**src/crtc_ext_pkg.sv**
```systemverilog
// Constants and carrier types for the extended CRTC control register bank
package crtc_ext_pkg;

  // Host I/O port addresses
  localparam logic [15:0] PORT_CRTC_IDX_MONO = 16'h03b4;
  localparam logic [15:0] PORT_CRTC_DAT_MONO = 16'h03b5;
  localparam logic [15:0] PORT_CRTC_IDX_COLOR = 16'h03d4;
  localparam logic [15:0] PORT_CRTC_DAT_COLOR = 16'h03d5;
  localparam logic [15:0] PORT_STATUS_MONO = 16'h03ba;
  localparam logic [15:0] PORT_STATUS_COLOR = 16'h03da;
  localparam logic [15:0] PORT_ATTR = 16'h03c0;
  localparam logic [15:0] PORT_MISC_OUT_WR = 16'h03c2;
  localparam logic [15:0] PORT_DAC_FIRST = 16'h03c6;
  localparam logic [15:0] PORT_DAC_LAST = 16'h03c9;

  // Extended register indices
  localparam logic [7:0] IDX_COMPAT_CTRL_TWO = 8'h33;
  localparam logic [7:0] IDX_COMPAT_CTRL_THREE = 8'h34;
  localparam logic [7:0] IDX_CRT_WRITE_LOCK = 8'h35;
  localparam logic [7:0] IDX_MEMORY_CONFIG_ONE = 8'h36;
  localparam logic [7:0] IDX_CHIP_CONFIG_TWO = 8'h37;
  localparam logic [7:0] IDX_UNLOCK_KEY_ONE = 8'h38;
  localparam logic [7:0] IDX_UNLOCK_KEY_TWO = 8'h39;
  localparam logic [7:0] IDX_MISC_CONTROL_ONE = 8'h3a;
  localparam logic [7:0] IDX_FIFO_FETCH_START = 8'h3b;
  localparam logic [7:0] IDX_INTERLACE_RETRACE_START = 8'h3c;
  localparam logic [7:0] IDX_TV_OUTPUT_CONTROL = 8'h3d;
  localparam logic [7:0] IDX_SYSTEM_CONFIG = 8'h40;
  localparam logic [7:0] IDX_BIOS_SCRATCH_FLAG = 8'h41;
  localparam logic [7:0] IDX_DISPLAY_MODE_CONTROL = 8'h42;
  localparam logic [7:0] IDX_EXTENDED_MODE_CTRL = 8'h43;
  localparam logic [7:0] IDX_CURSOR_MODE_CTRL = 8'h45;
  localparam logic [7:0] IDX_KEY_ONE_RANGE_LO = 8'h30;
  localparam logic [7:0] IDX_KEY_ONE_RANGE_HI = 8'h3c;

  // Standard CRTC indices touched by the protection logic
  localparam logic [7:0] IDX_HORIZONTAL_DISPLAY_END = 8'h01;
  localparam logic [7:0] IDX_HORIZ_LAST = 8'h05;
  localparam logic [7:0] IDX_VERTICAL_OVERFLOW = 8'h07;
  localparam logic [7:0] IDX_VERTICAL_RETRACE_END = 8'h11;
  localparam logic [7:0] IDX_VERTICAL_DISPLAY_END = 8'h12;

  // Field positions
  localparam int B_VERTICAL_RETRACE_END_REG_PROTECT = 7;
  localparam int B_CR7_ALWAYS = 4;
  localparam int B_CR7_UNPROT_A = 1;
  localparam int B_CR7_UNPROT_B = 6;
  localparam int B_C2_UNPROTECT_CR7 = 1;
  localparam int B_C2_VIDEO_OUT_CLOCK_INVERT = 3;
  localparam int B_C2_DAC_WR_OFF = 4;
  localparam int B_C2_BLANK_FORCE = 5;
  localparam int B_C2_ATTR_WR_OFF = 6;
  localparam int B_C3_SNOOP_METHOD = 0;
  localparam int B_C3_NO_MABORT = 1;
  localparam int B_C3_NO_RETRY = 2;
  localparam int B_C3_FIFO_START_EN = 4;
  localparam int B_C3_FORCE_8DOT = 5;
  localparam int B_C3_DOT_CLOCK_SEL_LOCK = 7;
  localparam int B_LK_VERT = 4;
  localparam int B_LK_HORIZ = 5;
  localparam int B_LK_CR1_MISC6 = 6;
  localparam int B_LK_VERTICAL_DISPLAY_END_REG_MISC7 = 7;
  localparam int B_CF2_TEST_MODE = 1;
  localparam int B_CF2_INTERNAL_CLK = 3;
  localparam int B_MC_REFRESH_ALT_EN = 2;
  localparam int B_MC_PCI_BURST_OFF = 7;
  localparam int B_SC_ENH_ACCESS = 0;
  localparam int B_DM_INTERLACE = 5;
  localparam int B_TV_EN = 0;
  localparam int B_TV_MONO = 4;
  localparam int B_TV_PAL = 5;
  localparam int B_CUR_EN = 0;
  localparam int B_CUR_SPACE = 4;
  localparam logic [7:0] MISC_DOT_CLOCK_MASK = 8'h0c;
  localparam logic [7:0] MISC_BIT6_MASK = 8'h40;
  localparam logic [7:0] MISC_BIT7_MASK = 8'h80;
  localparam logic [7:0] CR7_PROT_KEEP = 8'h10;

  // Reset values and unlock key for the second lock register
  localparam logic [7:0] REG_RESET = 8'h00;
  localparam logic [7:0] UNLOCK_KEY_TWO_VALUE = 8'ha5;
  localparam int NUM_EXT_REGS = 16;
  localparam logic [4:0] ATTR_PALETTE_LAST = 5'h0f;

  typedef struct packed {
    logic wr;
    logic rd;
    logic [15:0] addr;
    logic [7:0] data;
  } host_req_t;

  // Write forwarded to a downstream register, with per-bit write enables
  typedef struct packed {
    logic valid;
    logic [7:0] index;
    logic [7:0] data;
    logic [7:0] mask;
  } fwd_wr_t;

  typedef struct packed {
    logic video_out_clock_invert;
    logic snoop_method;
    logic snoop_no_mabort;
    logic snoop_no_retry;
    logic fifo_start_en;
    logic [7:0] fifo_start;
    logic force_8dot;
    logic [1:0] page_mode;
    logic [2:0] mem_size;
    logic outputs_hiz;
    logic internal_clocks;
    logic [2:0] panel_type;
    logic [1:0] refresh_count;
    logic pci_burst_off;
    logic interlace;
    logic [7:0] retrace_start;
    logic tv_en;
    logic [2:0] tv_sel;
    logic tv_mono;
    logic tv_pal;
    logic enh_access;
    logic cursor_en;
    logic cursor_space;
    logic ext_unlocked;
    logic sys_unlocked;
  } cfg_t;

endpackage

```
**src/crtc_ext_regs.sv**
```systemverilog
// Extended CRTC control register bank with unlock keys and write protection
// Functional notes
// - Second compat bit 1 lets CR7-protect bits 1 and 6 be written anyway.
// - Second compat bit 3 makes video output clock the inverted dot clock.
// - Second compat bit 4 drops host writes to palette DAC ports 3C6-3C9.
// - Second compat bit 5 holds blanking active whenever video is not active.
// - Second compat bit 6 drops writes to attribute palette registers 0 to F.
// - Third compat bits 0-2: snoop method, no master abort, no retry.
// - Programmed FIFO fetch start is used only while third compat bit 4 set.
// - Third compat bit 7 blocks writes to misc output bits 3-2.
// - Lock register bit 4 blocks vertical, bit 5 horizontal timing writes.
// - Lock bit 6 guards index 01h and misc bit 6; bit 7 index 12h, bit 7.
// - Config one bits 3-2 page mode, bits 7-5 memory size.
// - Config two bit 1 controls test mode, outputs floated.
// - Config two bit 3 picks internal clocks; bits 7-5 give panel type.
// - Indices 30h-3Ch other than keys 38h, 39h reachable only after correct key in first lock register.
// - System control and extension registers need correct key in second lock.
// - Misc bits 1-0 alternate refresh count, used only while bit 2 set.
// - Misc bit 7 set disables PCI burst read cycles.
// - Display FIFO fetch starts at fetch start register value when enabled.
// - With interlace bit 5 set, retrace begins at interlace start value.
// - TV bit 0 enable, bits 3-1 output, bit 4 mono, bit 5 NTSC/PAL.
// - Enhanced register access allowed only while system config bit 0 set.
// - Cursor bit 0 enables cursor, bit 4 reserves bitmap space at right.
// - After reset extended registers other than the key registers 38h, 39h are locked for reads and writes.
`timescale 1ns/1ps

module crtc_ext_regs
  import crtc_ext_pkg::*;
#(
  parameter logic [7:0] KEY_ONE_VALUE = 8'h4c,
  parameter logic [7:0] FIFO_START_DEFAULT = 8'h00,
  parameter logic [1:0] REFRESH_DEFAULT = 2'h0
)
(
  input wire logic core_clk_in,
  input wire logic nrst_in,
  input wire host_req_t host_req_in,
  input wire logic active_video_in,
  input wire logic blank_in,
  output logic [7:0] host_rdata_out,
  output logic host_rhit_out,
  output fwd_wr_t crtc_wr_out,
  output fwd_wr_t misc_wr_out,
  output fwd_wr_t dac_wr_out,
  output fwd_wr_t attr_wr_out,
  output logic blank_out,
  output cfg_t cfg_out
);

  typedef struct packed {
    logic [NUM_EXT_REGS-1:0][7:0] ext;
    logic [7:0] index;
    logic vprot;
    logic color;
    logic attr_flip;
    logic [4:0] attr_index;
    logic [7:0] rdata;
    logic rhit;
    fwd_wr_t crtc_wr;
    fwd_wr_t misc_wr;
    fwd_wr_t dac_wr;
    fwd_wr_t attr_wr;
    logic blank;
    cfg_t cfg;
  } state_t;

  state_t s_q;
  state_t s_d;

  // Map an index to its slot; bit 4 flags a hit
  function automatic logic [4:0] slot_of(input logic [7:0] idx);
    logic [4:0] r;
    r = 5'h00;
    if (idx >= IDX_COMPAT_CTRL_TWO && idx <= IDX_TV_OUTPUT_CONTROL)
    begin
      r = {1'b1, 4'(idx - IDX_COMPAT_CTRL_TWO)};
    end
    else if (idx >= IDX_SYSTEM_CONFIG && idx <= IDX_EXTENDED_MODE_CTRL)
    begin
      r = {1'b1, 4'(idx - IDX_SYSTEM_CONFIG + 8'h0b)};
    end
    else if (idx == IDX_CURSOR_MODE_CTRL)
    begin
      r = {1'b1, 4'hf};
    end
    return r;
  endfunction

  // Register value by index through the slot map
  function automatic logic [7:0] reg_of(input state_t st, input logic [7:0] idx);
    logic [4:0] sl;
    sl = slot_of(idx);
    return st.ext[sl[3:0]];
  endfunction

  function automatic logic is_horiz(input logic [7:0] idx);
    return idx <= IDX_HORIZ_LAST;
  endfunction

  // Vertical timing set: 06h, 07h, 09h, 10h-12h, 15h, 16h
  function automatic logic is_vert(input logic [7:0] idx);
    return idx == 8'h06 || idx == IDX_VERTICAL_OVERFLOW || idx == 8'h09 ||
           (idx >= 8'h10 && idx <= IDX_VERTICAL_DISPLAY_END) ||
           idx == 8'h15 || idx == 8'h16;
  endfunction

  logic [7:0] c2;
  logic [7:0] c3;
  logic [7:0] lk;
  logic key1_ok;
  logic key2_ok;
  logic [15:0] port_idx;
  logic [15:0] port_dat;
  logic [15:0] port_stat;
  logic [4:0] sl;
  logic in_key1_range;
  logic is_key_reg;
  logic access_ok;
  logic [7:0] mask;

  // Bank bytes that only feed the registered settings
  logic [7:0] mem_cfg;
  logic [7:0] chip_cfg;
  logic [7:0] misc_ctl;
  logic [7:0] mode_ctl;
  logic [7:0] tv_ctl;
  logic [7:0] sys_cfg;
  logic [7:0] cur_ctl;

  // Live copies of the control bytes the write gating needs
  always_comb
  begin
    c2 = reg_of(s_q, IDX_COMPAT_CTRL_TWO);
    c3 = reg_of(s_q, IDX_COMPAT_CTRL_THREE);
    lk = reg_of(s_q, IDX_CRT_WRITE_LOCK);
    key1_ok = reg_of(s_q, IDX_UNLOCK_KEY_ONE) == KEY_ONE_VALUE;
    key2_ok = reg_of(s_q, IDX_UNLOCK_KEY_TWO) == UNLOCK_KEY_TWO_VALUE;
    port_idx = s_q.color ? PORT_CRTC_IDX_COLOR : PORT_CRTC_IDX_MONO;
    port_dat = s_q.color ? PORT_CRTC_DAT_COLOR : PORT_CRTC_DAT_MONO;
    port_stat = s_q.color ? PORT_STATUS_COLOR : PORT_STATUS_MONO;
    sl = slot_of(s_q.index);
    in_key1_range = s_q.index >= IDX_KEY_ONE_RANGE_LO && s_q.index <= IDX_KEY_ONE_RANGE_HI;
    is_key_reg = s_q.index == IDX_UNLOCK_KEY_ONE || s_q.index == IDX_UNLOCK_KEY_TWO;
    // Key registers stay reachable, else nothing could ever unlock
    if (is_key_reg)
    begin
      access_ok = 1'b1;
    end
    else if (in_key1_range)
    begin
      access_ok = key1_ok;
    end
    else
    begin
      access_ok = key2_ok;
    end
  end

  // Whole bytes pulled out first; a function result cannot be bit-sliced
  always_comb
  begin
    mem_cfg = reg_of(s_q, IDX_MEMORY_CONFIG_ONE);
    chip_cfg = reg_of(s_q, IDX_CHIP_CONFIG_TWO);
    misc_ctl = reg_of(s_q, IDX_MISC_CONTROL_ONE);
    mode_ctl = reg_of(s_q, IDX_DISPLAY_MODE_CONTROL);
    tv_ctl = reg_of(s_q, IDX_TV_OUTPUT_CONTROL);
    sys_cfg = reg_of(s_q, IDX_SYSTEM_CONFIG);
    cur_ctl = reg_of(s_q, IDX_CURSOR_MODE_CTRL);
  end

  // Per-bit write enables for a standard CRTC register write
  always_comb
  begin
    mask = 8'hff;
    if (s_q.vprot && s_q.index <= IDX_VERTICAL_OVERFLOW)
    begin
      mask = 8'h00;
      if (s_q.index == IDX_VERTICAL_OVERFLOW)
      begin
        mask = CR7_PROT_KEEP;
        if (c2[B_C2_UNPROTECT_CR7])
        begin
          mask[B_CR7_UNPROT_A] = 1'b1;
          mask[B_CR7_UNPROT_B] = 1'b1;
        end
      end
    end
    if (lk[B_LK_VERT] && is_vert(s_q.index))
    begin
      mask = 8'h00;
    end
    if (lk[B_LK_HORIZ] && is_horiz(s_q.index))
    begin
      mask = 8'h00;
    end
    if (lk[B_LK_CR1_MISC6] && s_q.index == IDX_HORIZONTAL_DISPLAY_END)
    begin
      mask = 8'h00;
    end
    if (lk[B_LK_VERTICAL_DISPLAY_END_REG_MISC7] && s_q.index == IDX_VERTICAL_DISPLAY_END)
    begin
      mask = 8'h00;
    end
  end

  // Next state: host decode, forwarding and derived settings
  always_comb
  begin
    s_d = s_q;
    s_d.rhit = 1'b0;
    s_d.rdata = 8'h00;
    s_d.crtc_wr.valid = 1'b0;
    s_d.misc_wr.valid = 1'b0;
    s_d.dac_wr.valid = 1'b0;
    s_d.attr_wr.valid = 1'b0;

    if (host_req_in.wr)
    begin
      if (host_req_in.addr == port_idx)
      begin
        s_d.index = host_req_in.data;
      end
      else if (host_req_in.addr == port_dat)
      begin
        if (sl[4])
        begin
          // Locked writes vanish without a trace
          if (access_ok)
          begin
            s_d.ext[sl[3:0]] = host_req_in.data;
          end
        end
        else if (s_q.index < IDX_KEY_ONE_RANGE_LO)
        begin
          s_d.crtc_wr.valid = 1'b1;
          s_d.crtc_wr.index = s_q.index;
          s_d.crtc_wr.data = host_req_in.data;
          s_d.crtc_wr.mask = mask;
          // Shadow of the protect bit; updated only while bit 7 of the write mask is set, so lock bit 4 blocks it
          if (s_q.index == IDX_VERTICAL_RETRACE_END && mask[B_VERTICAL_RETRACE_END_REG_PROTECT])
          begin
            s_d.vprot = host_req_in.data[B_VERTICAL_RETRACE_END_REG_PROTECT];
          end
        end
      end
      else if (host_req_in.addr == PORT_MISC_OUT_WR)
      begin
        s_d.misc_wr.valid = 1'b1;
        s_d.misc_wr.index = 8'h00;
        s_d.misc_wr.data = host_req_in.data;
        s_d.misc_wr.mask = 8'hff;
        if (c3[B_C3_DOT_CLOCK_SEL_LOCK])
        begin
          s_d.misc_wr.mask = s_d.misc_wr.mask & ~MISC_DOT_CLOCK_MASK;
        end
        if (lk[B_LK_CR1_MISC6])
        begin
          s_d.misc_wr.mask = s_d.misc_wr.mask & ~MISC_BIT6_MASK;
        end
        if (lk[B_LK_VERTICAL_DISPLAY_END_REG_MISC7])
        begin
          s_d.misc_wr.mask = s_d.misc_wr.mask & ~MISC_BIT7_MASK;
        end
        s_d.color = host_req_in.data[0];
      end
      else if (host_req_in.addr >= PORT_DAC_FIRST && host_req_in.addr <= PORT_DAC_LAST)
      begin
        s_d.dac_wr.valid = !c2[B_C2_DAC_WR_OFF];
        s_d.dac_wr.index = host_req_in.addr[7:0];
        s_d.dac_wr.data = host_req_in.data;
        s_d.dac_wr.mask = 8'hff;
      end
      else if (host_req_in.addr == PORT_ATTR)
      begin
        // Attribute port alternates index and data phases
        s_d.attr_flip = !s_q.attr_flip;
        if (!s_q.attr_flip)
        begin
          s_d.attr_index = host_req_in.data[4:0];
        end
        else
        begin
          s_d.attr_wr.valid = !(c2[B_C2_ATTR_WR_OFF] &&
                                s_q.attr_index <= ATTR_PALETTE_LAST);
          s_d.attr_wr.index = {3'h0, s_q.attr_index};
          s_d.attr_wr.data = host_req_in.data;
          s_d.attr_wr.mask = 8'hff;
        end
      end
    end
    else if (host_req_in.rd)
    begin
      if (host_req_in.addr == port_idx)
      begin
        s_d.rhit = 1'b1;
        s_d.rdata = s_q.index;
      end
      else if (host_req_in.addr == port_dat && sl[4])
      begin
        s_d.rhit = 1'b1;
        s_d.rdata = access_ok ? s_q.ext[sl[3:0]] : 8'h00;
      end
      else if (host_req_in.addr == port_stat)
      begin
        // Status read rewinds the attribute port to its index phase
        s_d.attr_flip = 1'b0;
      end
    end

    // Blanking extended over every non-active period
    s_d.blank = blank_in || (c2[B_C2_BLANK_FORCE] && !active_video_in);

    // Settings registered from the bank
    s_d.cfg.video_out_clock_invert = c2[B_C2_VIDEO_OUT_CLOCK_INVERT];
    s_d.cfg.snoop_method = c3[B_C3_SNOOP_METHOD];
    s_d.cfg.snoop_no_mabort = c3[B_C3_NO_MABORT];
    s_d.cfg.snoop_no_retry = c3[B_C3_NO_RETRY];
    s_d.cfg.fifo_start_en = c3[B_C3_FIFO_START_EN];
    // Fetch start falls back to the default while its enable is off
    s_d.cfg.fifo_start = c3[B_C3_FIFO_START_EN] ?
                         reg_of(s_q, IDX_FIFO_FETCH_START) : FIFO_START_DEFAULT;
    s_d.cfg.force_8dot = c3[B_C3_FORCE_8DOT];
    s_d.cfg.page_mode = mem_cfg[3:2];
    s_d.cfg.mem_size = mem_cfg[7:5];
    s_d.cfg.outputs_hiz = chip_cfg[B_CF2_TEST_MODE];
    s_d.cfg.internal_clocks = chip_cfg[B_CF2_INTERNAL_CLK];
    s_d.cfg.panel_type = chip_cfg[7:5];
    // Alternate refresh count only while its enable bit is set
    s_d.cfg.refresh_count = misc_ctl[B_MC_REFRESH_ALT_EN] ?
                            misc_ctl[1:0] : REFRESH_DEFAULT;
    s_d.cfg.pci_burst_off = misc_ctl[B_MC_PCI_BURST_OFF];
    s_d.cfg.interlace = mode_ctl[B_DM_INTERLACE];
    s_d.cfg.retrace_start = reg_of(s_q, IDX_INTERLACE_RETRACE_START);
    s_d.cfg.tv_en = tv_ctl[B_TV_EN];
    s_d.cfg.tv_sel = tv_ctl[3:1];
    s_d.cfg.tv_mono = tv_ctl[B_TV_MONO];
    s_d.cfg.tv_pal = tv_ctl[B_TV_PAL];
    s_d.cfg.enh_access = sys_cfg[B_SC_ENH_ACCESS];
    s_d.cfg.cursor_en = cur_ctl[B_CUR_EN];
    s_d.cfg.cursor_space = cur_ctl[B_CUR_SPACE];
    s_d.cfg.ext_unlocked = key1_ok;
    s_d.cfg.sys_unlocked = key2_ok;
  end

  // Single state register; reset clears keys, so the bank starts locked
  always_ff @(posedge core_clk_in)
  begin
    if (!nrst_in)
    begin
      s_q <= '0;
      for (int i = 0; i < NUM_EXT_REGS; i++)
      begin
        s_q.ext[i] <= REG_RESET;
      end
      s_q.cfg.fifo_start <= FIFO_START_DEFAULT;
      s_q.cfg.refresh_count <= REFRESH_DEFAULT;
    end
    else
    begin
      s_q <= s_d;
    end
  end

  assign host_rdata_out = s_q.rdata;
  assign host_rhit_out = s_q.rhit;
  assign crtc_wr_out = s_q.crtc_wr;
  assign misc_wr_out = s_q.misc_wr;
  assign dac_wr_out = s_q.dac_wr;
  assign attr_wr_out = s_q.attr_wr;
  assign blank_out = s_q.blank;
  assign cfg_out = s_q.cfg;

endmodule

```
**config.mk**
```make
export PLATFORM = sky130hd
export DESIGN_NAME = crtc_ext_regs
export DESIGN_NICKNAME = d
export VERILOG_FILES = /design/src/crtc_ext_pkg.sv /design/src/crtc_ext_regs.sv
export SDC_FILE = /design/constraint.sdc
export NUM_CORES = 1
export LEC_CHECK = 0
export ABC_AREA = 1
export BUFFER_PORTS_ARGS = -buffer_cell sky130_fd_sc_hd__buf_2
export CORE_MARGIN = 2
export CORE_UTILIZATION = 52
export DETAILED_ROUTE_END_ITERATION = 7
export PLACE_DENSITY = 0.81
export SYNTH_ARGS = -nofsm -noshare
export SYNTH_HDL_FRONTEND = slang
export SYNTH_SLANG_ARGS = --single-unit
```
**constraint.sdc**
```tcl
create_clock -name core_clk_in -period 2.26 [get_ports core_clk_in]
set_input_delay 0.452 -clock core_clk_in [delete_from_list [all_inputs] [get_ports core_clk_in]]
set_output_delay 0.452 -clock core_clk_in [all_outputs]
set_load 0.02 [all_outputs]
```
==> metrics.md <==
| Metric | Value |
|---|---|
| Period utilisation layout | `1.05` |
| FP Rows | `between 50 and 60` |
| Combinational power share | `0.036` |
| Hold Fails Final Rpt | `0` |
| Fraction of registers with async set/reset | `0` |
| Clock-pin slew on the worst setup and hold paths | `around 0.070 ns` |
| WP data required | `approximately 2.7 ns` |
| FF+latch count, synth | `~270` |
| Power Dens Cells | `roughly 600 nW/µm²` |
| Final HPWL DP | `between 20,000 and 25,000 µm` |
| Clock power share | `0.493` |
| Die width | `around 160 µm` |
| Die Y | `~160 µm` |
| Switch Pwr | `0.00218 W` |
| Die Area | `between 20,000 and 30,000 µm²` |
| Tot GR Track Use | `0.260` |
| Final Wtd Congestion | `0.961` |
| Synth-to-layout area growth | `24.4%` |
| Mapped Cells | `around 2,000` |
| Pin count of the biggest net entering global routing | `60` |
| TritonCTS buffer count | `28` |
| Syn Area/Cell | `between 6 and 7 µm²` |
| Nature of the critical path endpoint | `register` |
| Post-Route Skew | `~0.013 ns` |
| 1st-iter DRT viols | `1,203` |
| Layout cells sized above 1 | `0.275` |
| Hold crit path type | `in -> reg` |
| First-pass GRT wire length | `~56,000 µm` |
| Core Region | `about 25,000 µm²` |
| Final Slew Violations | `0` |
| IO buf count | `175` |
| # DRC | `0` |
| Switching share of power | `0.220` |
| Fin area | `between 15,000 and 20,000 µm²` |
| H-tree Lvls | `1` |
| Max_slew headroom | `0.529` |
| CTS Hold Buffers Added | `0` |
| Top cells by area, synth | `dfxtp_1 40%, nand2_1 13%, inv_1 9.4%` |
| Global route overflow | `0` |
| Placed standard-cell area | `about 14,000 µm²` |
| Top-area cell type share of the netlist area | `0.401` |
| Crit Path Class | `reg -> reg` |
| Seq pwr share | `0.471` |
| Num ports | `187` |
| DRT Pass-1 Iters | `6` |
| Num Clock Sinks | `roughly 270` |
| Failing checks | `negative setup slack` |
| RSZ-0062 raised after global routing | `true` |
| Slew @ Worst Pin | `between 0.7 and 0.8 ns` |
| Leakage | `roughly 8 nW` |
| Antenna cells | `0` |
| Top cells by count, synth | `449 x nand2_1, 331 x inv_1, 266 x dfxtp_1, 250 x nor2_1, 159 x o21ai_0` |
| Synth area leader | `dfxtp_1` |
| Final nets | `roughly 2,100` |
| CTS tree | `yes` |
| Max cap viols | `0` |
| Root buffer cell | `clkbuf_16` |
| Status | `finished, violations left` |
| Via/cell ratio | `5.17` |
| Peak VDD IR | `~550 µV` |
| Number of global-route vias before repair | `between 10,000 and 15,000` |
| Internal | `0.00776 W` |
| CP Launch Type | `register` |
| Worst-Skew Late Latency | `0.55 ns` |
| Vias | `12,700` |
| Crit path max fanout | `7` |
| Worst setup margin | `-0.104 ns` |
| Period minus WS final | `2.36 ns` |
| Initial antenna violation count | `0` |
| Main synth FF type | `dfxtp_1` |
| Arrival time worst endpoint | `approximately 2.8 ns` |
| Worst slack at placement | `-0.172 ns` |
| Post-synth EDFFs | `0` |
| Antenna viol nets, final | `0` |
| Final setup vio count | `slightly below 60` |
| Fmax achieved | `about 420 MHz` |
| Final WL | `approximately 39,000 µm` |
| Top-count cell post-synth | `nand2_1` |
| Clk buf depth | `3` |
| Starting density of the core | `0.529` |
| Synthesized area | `13,300 µm²` |
| Yosys warning count | `0` |
| Final hold slack | `0.121 ns` |
| Routed length per instance | `16.0 µm` |
| Synth cell types | `40` |
| Sequential area share after synthesis | `0.401` |
==> registers in the layout, summed over array words and instances, names as in the netlist <==
name	count
attr_wr_out	15
blank_out	1
cfg_out	47
crtc_wr_out	20
dac_wr_out	18
host_rdata_out	8
host_rhit_out	1
misc_wr_out	13
s_q	143
==> logic make-up (layout without fill, tap and decap cells) <==
kind of cell    Yosys count  in the layout  share of synthesized area
xor+xnor                  1              1                   0.000660
other cells               1             11                   0.000282
fa+ha+maj                 5              5                    0.00471
flops                   266            266                      0.401
simple gates            826            838                      0.262
buf+inv                 595            717                      0.219
compound gates          282            282                      0.113
==> through the flow <==
step | TNS (ns) | std cells | power, W | util
4_1_cts | -0.483 | 2420 | 0.00992 | 0.619
5_1_grt | -10.60 | 2450 | 0.0102 | 0.658
3_3_place_gp | -5.78 | 2343 | 0.00510 | 0.555
6_report | -1.48 | 2450 | 0.00994 | 0.658
3_5_place_dp | -9.86 | 2343 | 0.00510 | 0.555
2_1_floorplan | -0.0104 | 1986 | 0.00499 | -
==> routing by layer <==
metal | part of all wire | vias up | routed length [µm] | track usage
li1 | - | 6114 | - | -
met1 | 0.40 | 5777 | 15800 | 0.342
met2 | 0.46 | 650 | 18100 | 0.427
met3 | 0.092 | 132 | 3620 | 0.0503
met4 | 0.042 | 0 | 1630 | 0.0929
met5 | 0 | - | 0 | 0
==> worst max-delay path, stage by stage, from the launching register on <==
cell and delay [ns]:
dfxtp_4 0.35, nor2_4 0.16, nand3_2 0.13, nor2_4 0.14, buf_4 0.14, nand3_4 0.18, nand2_8 0.20, buf_12 0.15
buf_6 0.12, nand2_1 0.07, o21ai_2 0.07, nand2_1 0.07, nand2_1 0.07, nand2_1 0.07, nand2_2 0.08, nor2_4 0.05
nor2_1 0.10, nor2_1 0.06
==> final timing paths <==
path                                          end  cells past startpoint  slack, ns     start
worst max-delay path            host_rdata_out[4]                     17      -0.10  s_q[172]
worst min-delay path                    blank_out                      3       0.12  blank_in
worst max register to register  host_rdata_out[4]                     17      -0.10  s_q[172]
worst min register to register        cfg_out[27]                      2       0.42  s_q[206]
==> final cells by class <==
cell class | count | area (µm²)
clock buffer | 37 | 816
clock inverter | 11 | 165
fill | 1991 | 8580
inverter | 341 | 1300
multi-input combinational | 1137 | 5940
sequential | 266 | 5340
tap | 330 | 413
timing repair buffer | 327 | 2550
timing repair inverter | 1 | 5.00
==> power by group through the flow <==
stage | logic, W | clock network (W) | registers [W]
global route | 0.000383 | 0.00512 | 0.00468
detailed placement | 0.000307 | 0 | 0.00479
floorplan | 0.000193 | 0 | 0.00479
finish | 0.000358 | 0.00490 | 0.00469
global placement | 0.000305 | 0 | 0.00479
CTS | 0.000314 | 0.00492 | 0.00469
==> cells in the final DEF, fill, tap and decap left out, types with 14 or more instances in the layout <==
master / n
buf_6: 21
nand3_1: 65
o21ai_2: 55
nand2_1: 396
nand2_2: 48
nor2_4: 14
buf_4: 101
dfxtp_1: 258
buf_12: 18
o21ai_1: 80
o21ai_0: 67
nand3_4: 25
clkbuf_16: 38
nor2_1: 233
inv_1: 325
a21oi_1: 51
buf_2: 174
o21a_1: 18
==> repair_timing <==
item	in CTS	in global routing
gates cloned	12	14
endpoints found under the hold margin	0	0
setup endpoints to repair	121	146
setup buffers	17	16
pin swaps	30	52
gates resized for setup	115	214
(Power assumes the default switching activity.)
